[src/hrs_pkg.sv]
// package: constants, register map and carrier types of the hart status block
package hrs_pkg;

  // ****************************************************************
  // ****************************************************************

  localparam int unsigned CLK_HZ           = 20_000_000;
  localparam int unsigned BUSY_TIME_MS     = 10_000;
  localparam int unsigned BUSY_CYC_DEF     = BUSY_TIME_MS * (CLK_HZ / 1000);
  localparam int unsigned TICK_TIME_MS     = 250;
  localparam int unsigned TICK_CYC_DEF     = TICK_TIME_MS * (CLK_HZ / 1000);
  localparam int unsigned RSP_WAIT_CYC_DEF = 2000;
  localparam int unsigned GAP_CYC_DEF      = 1000;

  localparam int EB_TMO  = 0;
  localparam int EB_ZERO = 1;
  localparam int EB_GAP  = 2;
  localparam int EB_CSUM = 3;
  localparam int EB_FRM  = 4;
  localparam int EB_OVR  = 5;
  localparam int EB_PAR  = 6;
  localparam int EB_BUSY = 7;

  localparam logic [9:0] OFF_ERR0 = 10'h000;
  localparam logic [9:0] OFF_ERR1 = 10'h004;
  localparam logic [9:0] OFF_CFG0 = 10'h008;
  localparam logic [9:0] OFF_CFG1 = 10'h00c;
  localparam logic [9:0] OFF_DETS = 10'h010;
  localparam logic [9:0] OFF_DEF  = 10'h014;
  localparam logic [9:0] OFF_RDY  = 10'h018;
  localparam logic [9:0] OFF_PV0  = 10'h01c;
  localparam logic [9:0] OFF_PV1  = 10'h020;
  localparam logic [9:0] OFF_CUR  = 10'h024;
  localparam logic [9:0] OFF_TAG0 = 10'h100;
  localparam logic [9:0] OFF_TAG1 = 10'h200;
  localparam logic [6:0] TAG_LEN  = 7'h26;

  localparam int CF_RTRY_LSB = 0;
  localparam int CF_FILT_LSB = 8;
  localparam int CF_UPD_LSB  = 16;
  localparam int CS_LSB      = 8;
  localparam int RC_LSB      = 16;

  localparam logic [6:0] RTRY_DEF = 7'h03;
  localparam logic [4:0] FILT_DEF = 5'h03;
  localparam logic [4:0] FILT_MAX = 5'h14;
  localparam logic [7:0] UPD_DEF  = 8'h0c;

  typedef struct packed {
    logic [7:0] upd;
    logic [4:0] filt;
    logic [6:0] rtry;
  } hrs_cfg_type;

  localparam hrs_cfg_type CFG_DEF = '{upd: UPD_DEF, filt: FILT_DEF, rtry: RTRY_DEF};

  typedef struct packed {
    logic       valid;
    logic       eof;
    logic       fe;
    logic       oe;
    logic       pe;
    logic [7:0] data;
  } hrs_rx_type;

  typedef struct packed {
    logic       wr;
    logic       ch;
    logic [5:0] idx;
    logic [7:0] data;
    logic       done;
    logic [1:0] found;
  } hrs_det_type;

  typedef enum logic [1:0] {
    RX_IDLE = 2'b00,
    RX_WAIT = 2'b01,
    RX_RECV = 2'b10
  } hrs_rxst_type;

  typedef enum logic [1:0] {
    CS_IDLE  = 2'b00,
    CS_OK    = 2'b01,
    CS_PERR  = 2'b10,
    CS_NOACC = 2'b11
  } hrs_comm_type;

  typedef struct packed {
    hrs_rxst_type st;
    logic [31:0]  tmr;
    logic [31:0]  bsy;
    logic [7:0]   acc;
    logic [7:0]   ferr;
    logic [7:0]   err;
    logic         done;
    logic         ok;
  } hrs_chst_type;

endpackage

[src/hrs_chan.sv]
// per-channel protocol error tracking of one hart response
`timescale 1ns/10ps
module hrs_chan #(
  parameter int unsigned RSP_WAIT_CYC = hrs_pkg::RSP_WAIT_CYC_DEF,
  parameter int unsigned GAP_CYC      = hrs_pkg::GAP_CYC_DEF,
  parameter int unsigned BUSY_CYC     = hrs_pkg::BUSY_CYC_DEF
) (
  input  wire logic                clk_i,
  input  wire logic                rst_i,
  input  wire logic                cmd_go_i,
  input  wire logic                link_busy_i,
  input  wire hrs_pkg::hrs_rx_type rx_i,
  input  wire logic [7:0]          clr_i,
  output logic      [7:0]          err_o,
  output logic                     done_o,
  output logic                     ok_o
);
  import hrs_pkg::*;

  hrs_chst_type state_r;
  hrs_chst_type state_nxt;

  // ****************************************************************
  // frame tracking
  // ****************************************************************
  always_comb begin
    logic [7:0] fv;
    logic       fin;
    fv             = state_r.ferr;
    fin            = 1'b0;
    state_nxt      = state_r;
    state_nxt.done = 1'b0;
    if (link_busy_i) begin
      if (state_r.bsy != 32'(BUSY_CYC)) begin
        state_nxt.bsy = state_r.bsy + 32'h1;
      end
    end else begin
      state_nxt.bsy = '0;
    end
    case (state_r.st)
      RX_IDLE: begin
        if (cmd_go_i) begin
          state_nxt.st  = RX_WAIT;
          state_nxt.tmr = '0;
          state_nxt.acc = 8'h00;
          fv            = 8'h00;
        end
      end
      RX_WAIT, RX_RECV: begin
        if (rx_i.valid) begin
          state_nxt.st  = RX_RECV;
          state_nxt.tmr = '0;
          state_nxt.acc = state_r.acc ^ rx_i.data;
          fv[EB_FRM]    = fv[EB_FRM] | rx_i.fe;
          fv[EB_OVR]    = fv[EB_OVR] | rx_i.oe;
          fv[EB_PAR]    = fv[EB_PAR] | rx_i.pe;
          if (rx_i.eof) begin
            fv[EB_CSUM] = fv[EB_CSUM] | ((state_r.acc ^ rx_i.data) != 8'h00);
            fin         = 1'b1;
          end
        end else if (state_r.st == RX_WAIT && state_r.tmr == 32'(RSP_WAIT_CYC - 1)) begin
          fv[EB_TMO] = 1'b1;
          fin        = 1'b1;
        end else if (state_r.st == RX_RECV && state_r.tmr == 32'(GAP_CYC - 1)) begin
          fv[EB_GAP] = 1'b1;
          fin        = 1'b1;
        end else begin
          state_nxt.tmr = state_r.tmr + 32'h1;
        end
      end
      default: begin
        state_nxt.st = RX_IDLE;
      end
    endcase
    state_nxt.ferr = fv;
    if (fin) begin
      state_nxt.st   = RX_IDLE;
      state_nxt.done = 1'b1;
      state_nxt.ok   = (fv == 8'h00);
    end
    // set wins over software clear
    state_nxt.err = (state_r.err & ~clr_i) | (fin ? fv : 8'h00);
    if (link_busy_i && state_r.bsy == 32'(BUSY_CYC)) begin
      state_nxt.err[EB_BUSY] = 1'b1;
    end
    state_nxt.err[EB_ZERO] = 1'b0;
  end

  always_ff @(posedge clk_i) begin
    if (rst_i) begin
      state_r <= '0;
    end else begin
      state_r <= state_nxt;
    end
  end

  assign err_o  = state_r.err;
  assign done_o = state_r.done;
  assign ok_o   = state_r.ok;

  // ****************************************************************
  // checks
  // ****************************************************************
  a_bit_one_zero: assert property (@(posedge clk_i) disable iff (rst_i)
    err_o[EB_ZERO] == 1'b0) else $error("error bit 1 not zero");
  a_wait_expiry: assert property (@(posedge clk_i) disable iff (rst_i)
    (state_r.st == RX_WAIT && !rx_i.valid && state_r.tmr == 32'(RSP_WAIT_CYC - 1))
    |=> (err_o[EB_TMO] && done_o && !ok_o)) else $error("wait expiry not flagged");
  a_gap_flag: assert property (@(posedge clk_i) disable iff (rst_i)
    (state_r.st == RX_RECV && !rx_i.valid && state_r.tmr == 32'(GAP_CYC - 1))
    |=> (err_o[EB_GAP] && state_r.st == RX_IDLE)) else $error("byte gap not flagged");
  a_csum_check: assert property (@(posedge clk_i) disable iff (rst_i)
    (state_r.st != RX_IDLE && rx_i.valid && rx_i.eof && (state_r.acc ^ rx_i.data) != 8'h00)
    |=> ##0 err_o[EB_CSUM] ##1 err_o[EB_CSUM] || $past(clr_i[EB_CSUM]))
    else $error("checksum error not flagged");
  a_uart_flags: assert property (@(posedge clk_i) disable iff (rst_i)
    (state_r.st != RX_IDLE && rx_i.valid && rx_i.eof)
    |=> ((err_o[EB_PAR:EB_FRM] & $past({rx_i.pe, rx_i.oe, rx_i.fe}))
         == $past({rx_i.pe, rx_i.oe, rx_i.fe}))) else $error("receiver error lost");
  a_busy_flag: assert property (@(posedge clk_i) disable iff (rst_i)
    (link_busy_i && state_r.bsy == 32'(BUSY_CYC)) |=> err_o[EB_BUSY])
    else $error("occupied link not flagged");

endmodule // hrs_chan

[src/hrs_top.sv]
// hart status, diagnostic records and additional parameters of a two-channel module
//
// Local design decisions: the Wishbone register port and the register addresses.
`timescale 1ns/10ps
module hrs_top #(
  parameter int unsigned RSP_WAIT_CYC = hrs_pkg::RSP_WAIT_CYC_DEF,
  parameter int unsigned GAP_CYC      = hrs_pkg::GAP_CYC_DEF,
  parameter int unsigned BUSY_CYC     = hrs_pkg::BUSY_CYC_DEF,
  parameter int unsigned TICK_CYC     = hrs_pkg::TICK_CYC_DEF
) (
  input  wire logic                      clk_i,
  input  wire logic                      rst_i,
  input  wire logic                      cyc_i,
  input  wire logic                      stb_i,
  input  wire logic                      we_i,
  input  wire logic [9:2]                adr_i,
  input  wire logic [3:0]                sel_i,
  input  wire logic [31:0]               dat_i,
  output logic      [31:0]               dat_o,
  output logic                           ack_o,
  input  wire hrs_pkg::hrs_rx_type [1:0] rx_i,
  input  wire logic [1:0]                link_busy_i,
  input  wire logic [1:0]                port_busy_i,
  input  wire logic [1:0]                cmd_req_i,
  output logic      [1:0]                cmd_rdy_o,
  output logic      [1:0]                cmd_go_o,
  output logic      [1:0]                cmd_auto_o,
  input  wire logic [1:0]                wire_open_i,
  output logic      [1:0]                wire_break_o,
  input  wire logic [1:0][15:0]          cur_i,
  input  wire logic [1:0][31:0]          pv_i,
  input  wire logic [13:0]               resp_new_i,
  input  wire hrs_pkg::hrs_det_type      det_i,
  output logic                           scan_o,
  output logic                           parmd_o
);
  import hrs_pkg::*;

  typedef struct packed {
    hrs_cfg_type  [1:0]      cfg;
    logic                    parmd;
    logic                    boot;
    logic                    scan;
    logic                    det_done;
    logic         [1:0]      found;
    logic         [13:0]     rdy;
    logic         [31:0]     tick;
    logic         [1:0][4:0] wbc;
    logic         [1:0]      wbf;
    logic         [1:0][7:0] updc;
    logic         [1:0]      pend;
    logic         [1:0]      auto;
    logic         [1:0]      arm;
    logic         [1:0][6:0] rcnt;
    logic         [1:0]      go;
    logic         [1:0]      goa;
    hrs_comm_type [1:0]      comm;
    logic                    ack;
    logic         [31:0]     dat;
  } hrs_top_type;

  hrs_top_type       state_r;
  hrs_top_type       state_nxt;
  logic [7:0]        tag_mem [0:2*TAG_LEN-1];
  logic [6:0]        tag_widx;
  logic              tk;
  logic              req;
  logic              wr;
  logic [9:0]        off;
  logic [31:0]       wmask;
  logic [1:0][7:0]   ch_clr;
  logic [1:0][7:0]   ch_err;
  logic [1:0]        ch_done;
  logic [1:0]        ch_ok;

  // ****************************************************************
  // bus decode
  // ****************************************************************
  assign off   = {adr_i, 2'b00};
  assign req   = cyc_i & stb_i;
  assign wr    = req & we_i & state_r.ack;
  assign wmask = {{8{sel_i[3]}}, {8{sel_i[2]}}, {8{sel_i[1]}}, {8{sel_i[0]}}};
  assign tk    = (state_r.tick == 32'(TICK_CYC - 1));

  assign ch_clr[0] = (wr && off == OFF_ERR0) ? (dat_i[7:0] & wmask[7:0]) : 8'h00;
  assign ch_clr[1] = (wr && off == OFF_ERR1) ? (dat_i[7:0] & wmask[7:0]) : 8'h00;

  // ****************************************************************
  // per-channel response checking
  // ****************************************************************
  generate
    for (genvar g = 0; g < 2; g++) begin : g_chan
      hrs_chan #(
        .RSP_WAIT_CYC (RSP_WAIT_CYC),
        .GAP_CYC      (GAP_CYC),
        .BUSY_CYC     (BUSY_CYC)
      ) u_chan (
        .clk_i        (clk_i),
        .rst_i        (rst_i),
        .cmd_go_i     (state_r.go[g]),
        .link_busy_i  (link_busy_i[g]),
        .rx_i         (rx_i[g]),
        .clr_i        (ch_clr[g]),
        .err_o        (ch_err[g]),
        .done_o       (ch_done[g]),
        .ok_o         (ch_ok[g])
      );
    end
  endgenerate

  // ****************************************************************
  // detected device tags
  // ****************************************************************
  assign tag_widx = det_i.ch ? (TAG_LEN + {1'b0, det_i.idx}) : {1'b0, det_i.idx};

  always_ff @(posedge clk_i) begin
    if (det_i.wr && {1'b0, det_i.idx} < TAG_LEN) begin
      tag_mem[tag_widx] <= det_i.data;
    end
  end

  // ****************************************************************
  // next state
  // ****************************************************************
  always_comb begin
    logic [31:0]  rd;
    logic [31:0]  v;
    logic [31:0]  cw;
    logic [6:0]   ridx;
    hrs_cfg_type  cv;
    rd                = 32'h0000_0000;
    v                 = 32'h0000_0000;
    cw                = 32'h0000_0000;
    ridx              = 7'h00;
    cv                = CFG_DEF;
    state_nxt         = state_r;
    state_nxt.scan    = 1'b0;
    state_nxt.go      = 2'b00;
    state_nxt.goa     = 2'b00;
    state_nxt.tick    = tk ? 32'h0000_0000 : state_r.tick + 32'h1;

    // startup detection request
    if (state_r.boot) begin
      state_nxt.boot = 1'b0;
      state_nxt.scan = 1'b1;
    end
    if (det_i.done) begin
      state_nxt.det_done = 1'b1;
      state_nxt.found    = det_i.found;
    end

    for (int c = 0; c < 2; c++) begin
      // wire break filter in quarter seconds
      if (!wire_open_i[c]) begin
        state_nxt.wbc[c] = 5'h00;
        state_nxt.wbf[c] = 1'b0;
      end else if (state_r.cfg[c].filt == 5'h00) begin
        state_nxt.wbf[c] = 1'b1;
      end else if (tk && !state_r.wbf[c]) begin
        if (state_r.wbc[c] == state_r.cfg[c].filt) begin
          state_nxt.wbf[c] = 1'b1;
        end else begin
          state_nxt.wbc[c] = state_r.wbc[c] + 5'h01;
        end
      end

      // command attempt with retries on a busy port
      if (state_r.pend[c] && (state_r.arm[c] || tk)) begin
        state_nxt.arm[c] = 1'b0;
        if (!port_busy_i[c]) begin
          state_nxt.pend[c] = 1'b0;
          state_nxt.go[c]   = 1'b1;
          state_nxt.goa[c]  = state_r.auto[c];
        end else if (state_r.rcnt[c] == state_r.cfg[c].rtry) begin
          state_nxt.pend[c] = 1'b0;
          state_nxt.comm[c] = CS_NOACC;
        end else begin
          state_nxt.rcnt[c] = state_r.rcnt[c] + 7'h01;
        end
      end

      // host command request
      if (cmd_req_i[c] && !state_r.pend[c]) begin
        state_nxt.pend[c] = 1'b1;
        state_nxt.auto[c] = 1'b0;
        state_nxt.arm[c]  = 1'b1;
        state_nxt.rcnt[c] = 7'h00;
      end

      // cyclic primary variable read
      if (state_r.cfg[c].upd == 8'h00) begin
        state_nxt.updc[c] = 8'h00;
      end else if (tk) begin
        if (state_r.updc[c] + 8'h01 >= state_r.cfg[c].upd) begin
          state_nxt.updc[c] = 8'h00;
          if (!state_r.pend[c] && !cmd_req_i[c]) begin
            state_nxt.pend[c] = 1'b1;
            state_nxt.auto[c] = 1'b1;
            state_nxt.arm[c]  = 1'b1;
            state_nxt.rcnt[c] = 7'h00;
          end
        end else begin
          state_nxt.updc[c] = state_r.updc[c] + 8'h01;
        end
      end

      // communication state after the last command
      if (ch_done[c]) begin
        state_nxt.comm[c] = ch_ok[c] ? CS_OK : CS_PERR;
      end

      // additional parameter record of this channel only
      cw = {8'h00, state_r.cfg[c].upd, 3'h0, state_r.cfg[c].filt, 1'b0, state_r.cfg[c].rtry};
      if (wr && off == ((c == 0) ? OFF_CFG0 : OFF_CFG1)) begin
        v       = (cw & ~wmask) | (dat_i & wmask);
        cv.rtry = v[CF_RTRY_LSB +: 7];
        cv.filt = v[CF_FILT_LSB +: 5];
        cv.upd  = v[CF_UPD_LSB +: 8];
        if (cv.filt <= FILT_MAX) begin
          state_nxt.cfg[c] = cv;
          state_nxt.parmd  = 1'b1;
        end
      end
    end

    // default parameters only while unparameterized
    if (wr && off == OFF_DEF && sel_i[0] && dat_i[7:0] != 8'h00 && !state_r.parmd) begin
      state_nxt.cfg   = {CFG_DEF, CFG_DEF};
      state_nxt.parmd = 1'b1;
    end

    // data ready flags, set wins over clear
    if (wr && off == OFF_RDY) begin
      state_nxt.rdy = state_r.rdy & ~(dat_i[13:0] & wmask[13:0]);
    end
    state_nxt.rdy = state_nxt.rdy | resp_new_i;

    // read data
    case (off)
      OFF_ERR0: begin
        rd = {9'h000, state_r.rcnt[0], 6'h00, state_r.comm[0], ch_err[0]};
      end
      OFF_ERR1: begin
        rd = {9'h000, state_r.rcnt[1], 6'h00, state_r.comm[1], ch_err[1]};
      end
      OFF_CFG0: begin
        rd = {8'h00, state_r.cfg[0].upd, 3'h0, state_r.cfg[0].filt, 1'b0, state_r.cfg[0].rtry};
      end
      OFF_CFG1: begin
        rd = {8'h00, state_r.cfg[1].upd, 3'h0, state_r.cfg[1].filt, 1'b0, state_r.cfg[1].rtry};
      end
      OFF_DETS: begin
        rd = {tag_mem[TAG_LEN], tag_mem[0], 13'h0000, state_r.det_done, state_r.found};
      end
      OFF_DEF: begin
        rd = {31'h0000_0000, state_r.parmd};
      end
      OFF_RDY: begin
        rd = {18'h00000, state_r.rdy};
      end
      OFF_PV0: begin
        rd = pv_i[0];
      end
      OFF_PV1: begin
        rd = pv_i[1];
      end
      OFF_CUR: begin
        rd = {cur_i[1], cur_i[0]};
      end
      default: begin
        if ({1'b0, adr_i[7:2]} < TAG_LEN && off[9:8] == OFF_TAG0[9:8]) begin
          rd = {24'h000000, tag_mem[{1'b0, adr_i[7:2]}]};
        end else if ({1'b0, adr_i[7:2]} < TAG_LEN && off[9:8] == OFF_TAG1[9:8]) begin
          ridx = TAG_LEN + {1'b0, adr_i[7:2]};
          rd   = {24'h000000, tag_mem[ridx]};
        end
      end
    endcase

    state_nxt.ack = req & ~state_r.ack;
    if (req && !state_r.ack) begin
      state_nxt.dat = rd;
    end
  end

  // ****************************************************************
  // state register
  // ****************************************************************
  always_ff @(posedge clk_i) begin
    if (rst_i) begin
      state_r      <= '0;
      state_r.cfg  <= {CFG_DEF, CFG_DEF};
      state_r.boot <= 1'b1;
    end else begin
      state_r <= state_nxt;
    end
  end

  assign dat_o        = state_r.dat;
  assign ack_o        = state_r.ack;
  assign cmd_rdy_o    = ~state_r.pend;
  assign cmd_go_o     = state_r.go;
  assign cmd_auto_o   = state_r.goa;
  assign wire_break_o = state_r.wbf;
  assign scan_o       = state_r.scan;
  assign parmd_o      = state_r.parmd;

  // ****************************************************************
  // checks
  // ****************************************************************
  a_ack_one_cycle: assert property (@(posedge clk_i) disable iff (rst_i)
    ack_o |=> !ack_o) else $error("ack held longer than one cycle");

  a_chan_own_cfg: assert property (@(posedge clk_i) disable iff (rst_i)
    (wr && off == OFF_CFG0) |=> (state_r.cfg[1] == $past(state_r.cfg[1])))
    else $error("channel 0 record changed channel 1");

  a_retry_limit: assert property (@(posedge clk_i) disable iff (rst_i)
    (state_r.pend[0] && (state_r.arm[0] || tk) && port_busy_i[0]
     && state_r.rcnt[0] == state_r.cfg[0].rtry)
    |=> (!state_r.pend[0] && state_r.comm[0] == CS_NOACC && !cmd_go_o[0]))
    else $error("retry limit not honoured");

  a_filt_range: assert property (@(posedge clk_i) disable iff (rst_i)
    state_r.cfg[0].filt <= FILT_MAX && state_r.cfg[1].filt <= FILT_MAX)
    else $error("filter time out of range");

  a_filt_off: assert property (@(posedge clk_i) disable iff (rst_i)
    (state_r.cfg[0].filt == 5'h00 && wire_open_i[0]) |=> wire_break_o[0])
    else $error("zero filter did not pass wire break");

  a_filt_off_ch1: assert property (@(posedge clk_i) disable iff (rst_i)
    (state_r.cfg[1].filt == 5'h00 && wire_open_i[1]) |=> wire_break_o[1])
    else $error("zero filter did not pass wire break on channel 1");

  a_upd_off: assert property (@(posedge clk_i) disable iff (rst_i)
    (state_r.cfg[0].upd == 8'h00 && !state_r.pend[0] && !cmd_req_i[0])
    |=> !state_r.pend[0]) else $error("update ran while disabled");

  a_def_unparam: assert property (@(posedge clk_i) disable iff (rst_i)
    (wr && off == OFF_DEF && state_r.parmd) |=> $stable(state_r.cfg))
    else $error("defaults taken while parameterized");

  a_rdy_set: assert property (@(posedge clk_i) disable iff (rst_i)
    (resp_new_i != 14'h0000) |=> ((state_r.rdy & $past(resp_new_i)) == $past(resp_new_i)))
    else $error("data ready bit not set");

endmodule // hrs_top

[config.mk]
export PLATFORM = sky130hd
export DESIGN_NAME = hrs_top
export DESIGN_NICKNAME = d
export VERILOG_FILES = /design/src/hrs_pkg.sv /design/src/hrs_chan.sv /design/src/hrs_top.sv
export SDC_FILE = /design/constraint.sdc
export NUM_CORES = 2
export LEC_CHECK = 0
export BUFFER_PORTS_ARGS = -buffer_cell sky130_fd_sc_hd__buf_2
export CAP_MARGIN = 20
export CORE_MARGIN = 10
export CORE_UTILIZATION = 50
export CTS_CLUSTER_DIAMETER = 200
export DETAILED_ROUTE_END_ITERATION = 6
export PLACE_DENSITY_LB_ADDON = 0.05
export SLEW_MARGIN = 40
export SYNTH_ARGS = -nofsm -noshare
export SYNTH_HDL_FRONTEND = slang
export SYNTH_SLANG_ARGS = --single-unit
[constraint.sdc]
create_clock -name clk_i -period 3.52 [get_ports clk_i]
set_input_delay 0.352 -clock clk_i [delete_from_list [all_inputs] [get_ports clk_i]]
set_output_delay 0.352 -clock clk_i [all_outputs]
set_load 0.005 [all_outputs]
==> out/results.ini <==
[outcome]
status = finished, final reports clean

[clock_network]
post-cts-setup-buffers = 0
cts_sinks = 971
cts_made_buffers = 103
root_buffer = clkbuf_16
clkLatencyLatePin_ps = 670
cts_tree = yes
ctsResizeCount = 0
holdBufCountCts = 53
clk_path_buf_depth = 3
clkTransAtPathRegs_ps = 60
htree_levels = 3

[die]
dieArea_mm2 = 0.0994
die_h_um = 315
fp.dieW_um = 315
io_pins = 255
initial_utilization_pct = 50.3
rows = 108
core_area_mm2 = 0.0866

[finish]
final_cells = 5223
fillers = 7088
syn2layout_area_growth_pct = 15.6
final_util_pct = 58.2
layout-drive-gt1-share_pct = 18.5
final_nets = 4235

[global_routing]
grtUsageTotal_pct = 25.0
grt-ovfl-total = 0
antenna_found_initial = 7
grt_max_degree = 58
grt_pass1_wl_um = 192000
grt_pass1_vias = 31100

[synthesis]
ys_seq_area_share_pct = 58.6
synth_edf_count = 608
synth_compound_area_share_pct = 7.84
synth.cell_area_mm2 = 0.0436
ys_ff_latch = 971
synth_cell_types = 89
postSynthCellCount = 3620
synth-xor-area-share_pct = 4.46
synthAdderAreaFrac_pct = 1.12
synthArstFlopShare_pct = 0
avgSynthCellArea_um2 = 12.0
synth_top_family_by_area = simple AND/OR/NAND/NOR gates
ys.flop_type = edfxtp_1
syn_nets = 3871
synthMuxAreaShare_pct = 11.0
synthSimpleGateAreaFrac_pct = 13.9
yosys_warnings = 0

[detailed_routing]
vias = 31200
totalWireLength_um = 127000
drt_iter0_markers = 3226
wl_per_cell_um = 24.4
post-route-drc-count = 0
via_per_inst = 5.97
drtAntennaViolNets = 0
first_pass_iters = 6

[timing]
skew_ps = 17.6
max_freq_ghz = 0.313
max_slew_margin_pct = 41.5
hold_violations = 0
finalSetupTns_ps = 0
finalCriticalPeriod_ps = 3190
rsz0062_at_grt = false
drv_slew = 0
setup_violations = 0
fin_crit_sh_pct = 90.6
tightest_slew_ps = 875

[flow_run]
cap_violations = 0

[worst_setup_path]
cpMaxStageDelayCell = a211oi_1
cp.required_ps = 4120
critPathKind = reg2reg
startpoint_type = flop
arrival_ps = 3790
worstPathMaxFanout = 15
critPathCaptureType = flop
slowest_delay_ps = 720
worstPathCellList = inv_1 > ha_1 > nor2b_1 > nand4_1 > a211oi_1 > a31o_2 > a32oi_1 > a21oi_1

[power_and_ir_drop]
power_density_mw_per_mm2 = 484
ir_drop_mv = 0.456
p_leak_nw = 17.8
total_power_mw = 24.4

[placement]
numPortBuffers = 243
dpl.cell_count = 4981
gp_congestion = 0.966
dp_hpwl_um = 91400

[min_path]
hp-class = in2reg

-- through the flow --
| stage | setup slack (ps) | hold WS (ps) | instance area, um2 |
|---|---|---|---|
| final | 329 | 30.8 | 50400 |
| after global routing | 130 | 16.8 | 50400 |
| after CTS | 385 | 1.71 | 50400 |
| after detailed placement | 322 | 425 | 46600 |
| after global placement | 336 | 422 | 46600 |
| after floorplan | 154 | 380 | 43600 |
-- power by group --
| part | total [mW] | switching, mW | internal [mW] |
|---|---|---|---|
| clock | 10.5 | 4.50 | 6.00 |
| combinational | 1.66 | 1.04 | 0.613 |
| sequential | 12.2 | 0.0521 | 12.2 |
-- cell families (layout without fill, tap and decap cells) --
family,count (synthesis),count (layout)
simple gates,1264,1264
fa+ha+maj,39,39
flops,971,971
buf+inv,264,710
mux,331,331
other cells,0,2
compound gates,532,532
xor+xnor,219,219
-- Yosys cell counts, types with 10 or more instances --
| library cell | n | share of area (%) |
|---|---|---|
| edfxtp_1 | 608 | 42 |
| buf_6 | 16 | 0.41 |
| a31oi_1 | 15 | 0.22 |
| o211ai_1 | 11 | 0.19 |
| inv_1 | 48 | 0.41 |
| nor4_1 | 46 | 0.66 |
| mux2i_1 | 190 | 4.4 |
| nor2_1 | 460 | 4.0 |
| dfxtp_1 | 363 | 17 |
| and2_1 | 22 | 0.32 |
| or3_1 | 29 | 0.42 |
| nand3_1 | 152 | 1.7 |
| buf_2 | 38 | 0.44 |
| a21o_1 | 12 | 0.21 |
| xor2_1 | 134 | 2.7 |
| a22o_1 | 11 | 0.22 |
| nand2_1 | 266 | 2.3 |
| clkbuf_1 | 96 | 0.83 |
| xnor2_1 | 83 | 1.7 |
| a211oi_1 | 29 | 0.50 |
| a22oi_1 | 23 | 0.40 |
| nand2b_1 | 20 | 0.29 |
| o22ai_1 | 73 | 1.0 |
| a221oi_1 | 27 | 0.54 |
| a21oi_1 | 129 | 1.5 |
| and3_1 | 40 | 0.57 |
| nor3_1 | 49 | 0.56 |
| mux4_2 | 111 | 5.7 |
| nor2b_1 | 33 | 0.47 |
| mux2_2 | 26 | 0.67 |
| nand4_1 | 65 | 0.93 |
| ha_1 | 39 | 1.1 |
| and4_1 | 10 | 0.20 |
| o21ai_0 | 117 | 1.3 |
| buf_4 | 56 | 0.96 |
-- area by class of cell --
type                       count  area, um2  share of cell area [%]
sequential                   971      25500                    50.6
multi-input combinational   2385      16700                    33.2
tap                         1155       1450                    2.87
clock buffer                 132       2770                    5.49
timing repair buffer         474       3220                    6.40
antenna                        2       5.00                 0.00993
clock inverter                55        494                   0.981
inverter                      49        184                   0.365
-- final timing paths --
check / start / to / slack [ps] / depth (start not counted)
worst min register to register: state_r[139]$_SDFF_PP1_ / scan_o$_SDFF_PP0_ / 440 / 1
worst max register to register: g_chan[0].u_chan.state_r[91]$_SDFFE_PP0P_ / g_chan[0].u_chan.err_o[7]$_SDFF_PP0_ / 330 / 8
worst min-delay path: cur_i[13] / dat_o[13]$_SDFFE_PP0P_ / 30 / 3
worst max-delay path: g_chan[0].u_chan.state_r[91]$_SDFFE_PP0P_ / g_chan[0].u_chan.err_o[7]$_SDFF_PP0_ / 330 / 8
-- sequential cells by signal, summed over array words and instances, names as in the netlist, named ones only --
name / count
state_r: 110
wire_break_o: 2
g_chan.u_chan.state_r: 164
parmd_o: 1
scan_o: 1
g_chan.u_chan.ok_o: 2
dat_o: 32
tag_mem: 608
g_chan.u_chan.err_o: 14
ack_o: 1
g_chan.u_chan.done_o: 2
cmd_go_o: 2
cmd_auto_o: 2
-- placed cells by master, fill, tap and decap left out, types with 83 or more instances in the layout --
master     netlist  layout
a21oi_1        129     129
buf_2           38     236
buf_4           56     174
clkbuf_16        0     104
dfxtp_1        363     363
edfxtp_1       608     608
mux2i_1        190     190
mux4_2         111     111
nand2_1        266     266
nand3_1        152     152
nor2_1         460     458
o21ai_0        117     116
xnor2_1         83      83
xor2_1         134     134
-- layer usage --
layer,vias up,wire (um),global-route usage (%)
met4,8,4450,8.56
li1,14200,-,-
met1,15400,51800,32.7
met3,253,9550,4.69
met2,1274,61500,41.4
met5,-,55,0
-- critical path, delay by kind of cell (launching register included) --
kind                       cells  cell delay [ps]
adders and majority gates      1              590
buffers and inverters          1               80
AOI/OAI and AO/OA              4             1480
DFF                            1              390
and+or+nand+nor                2              570
Power figures use the tool's default switching activity.
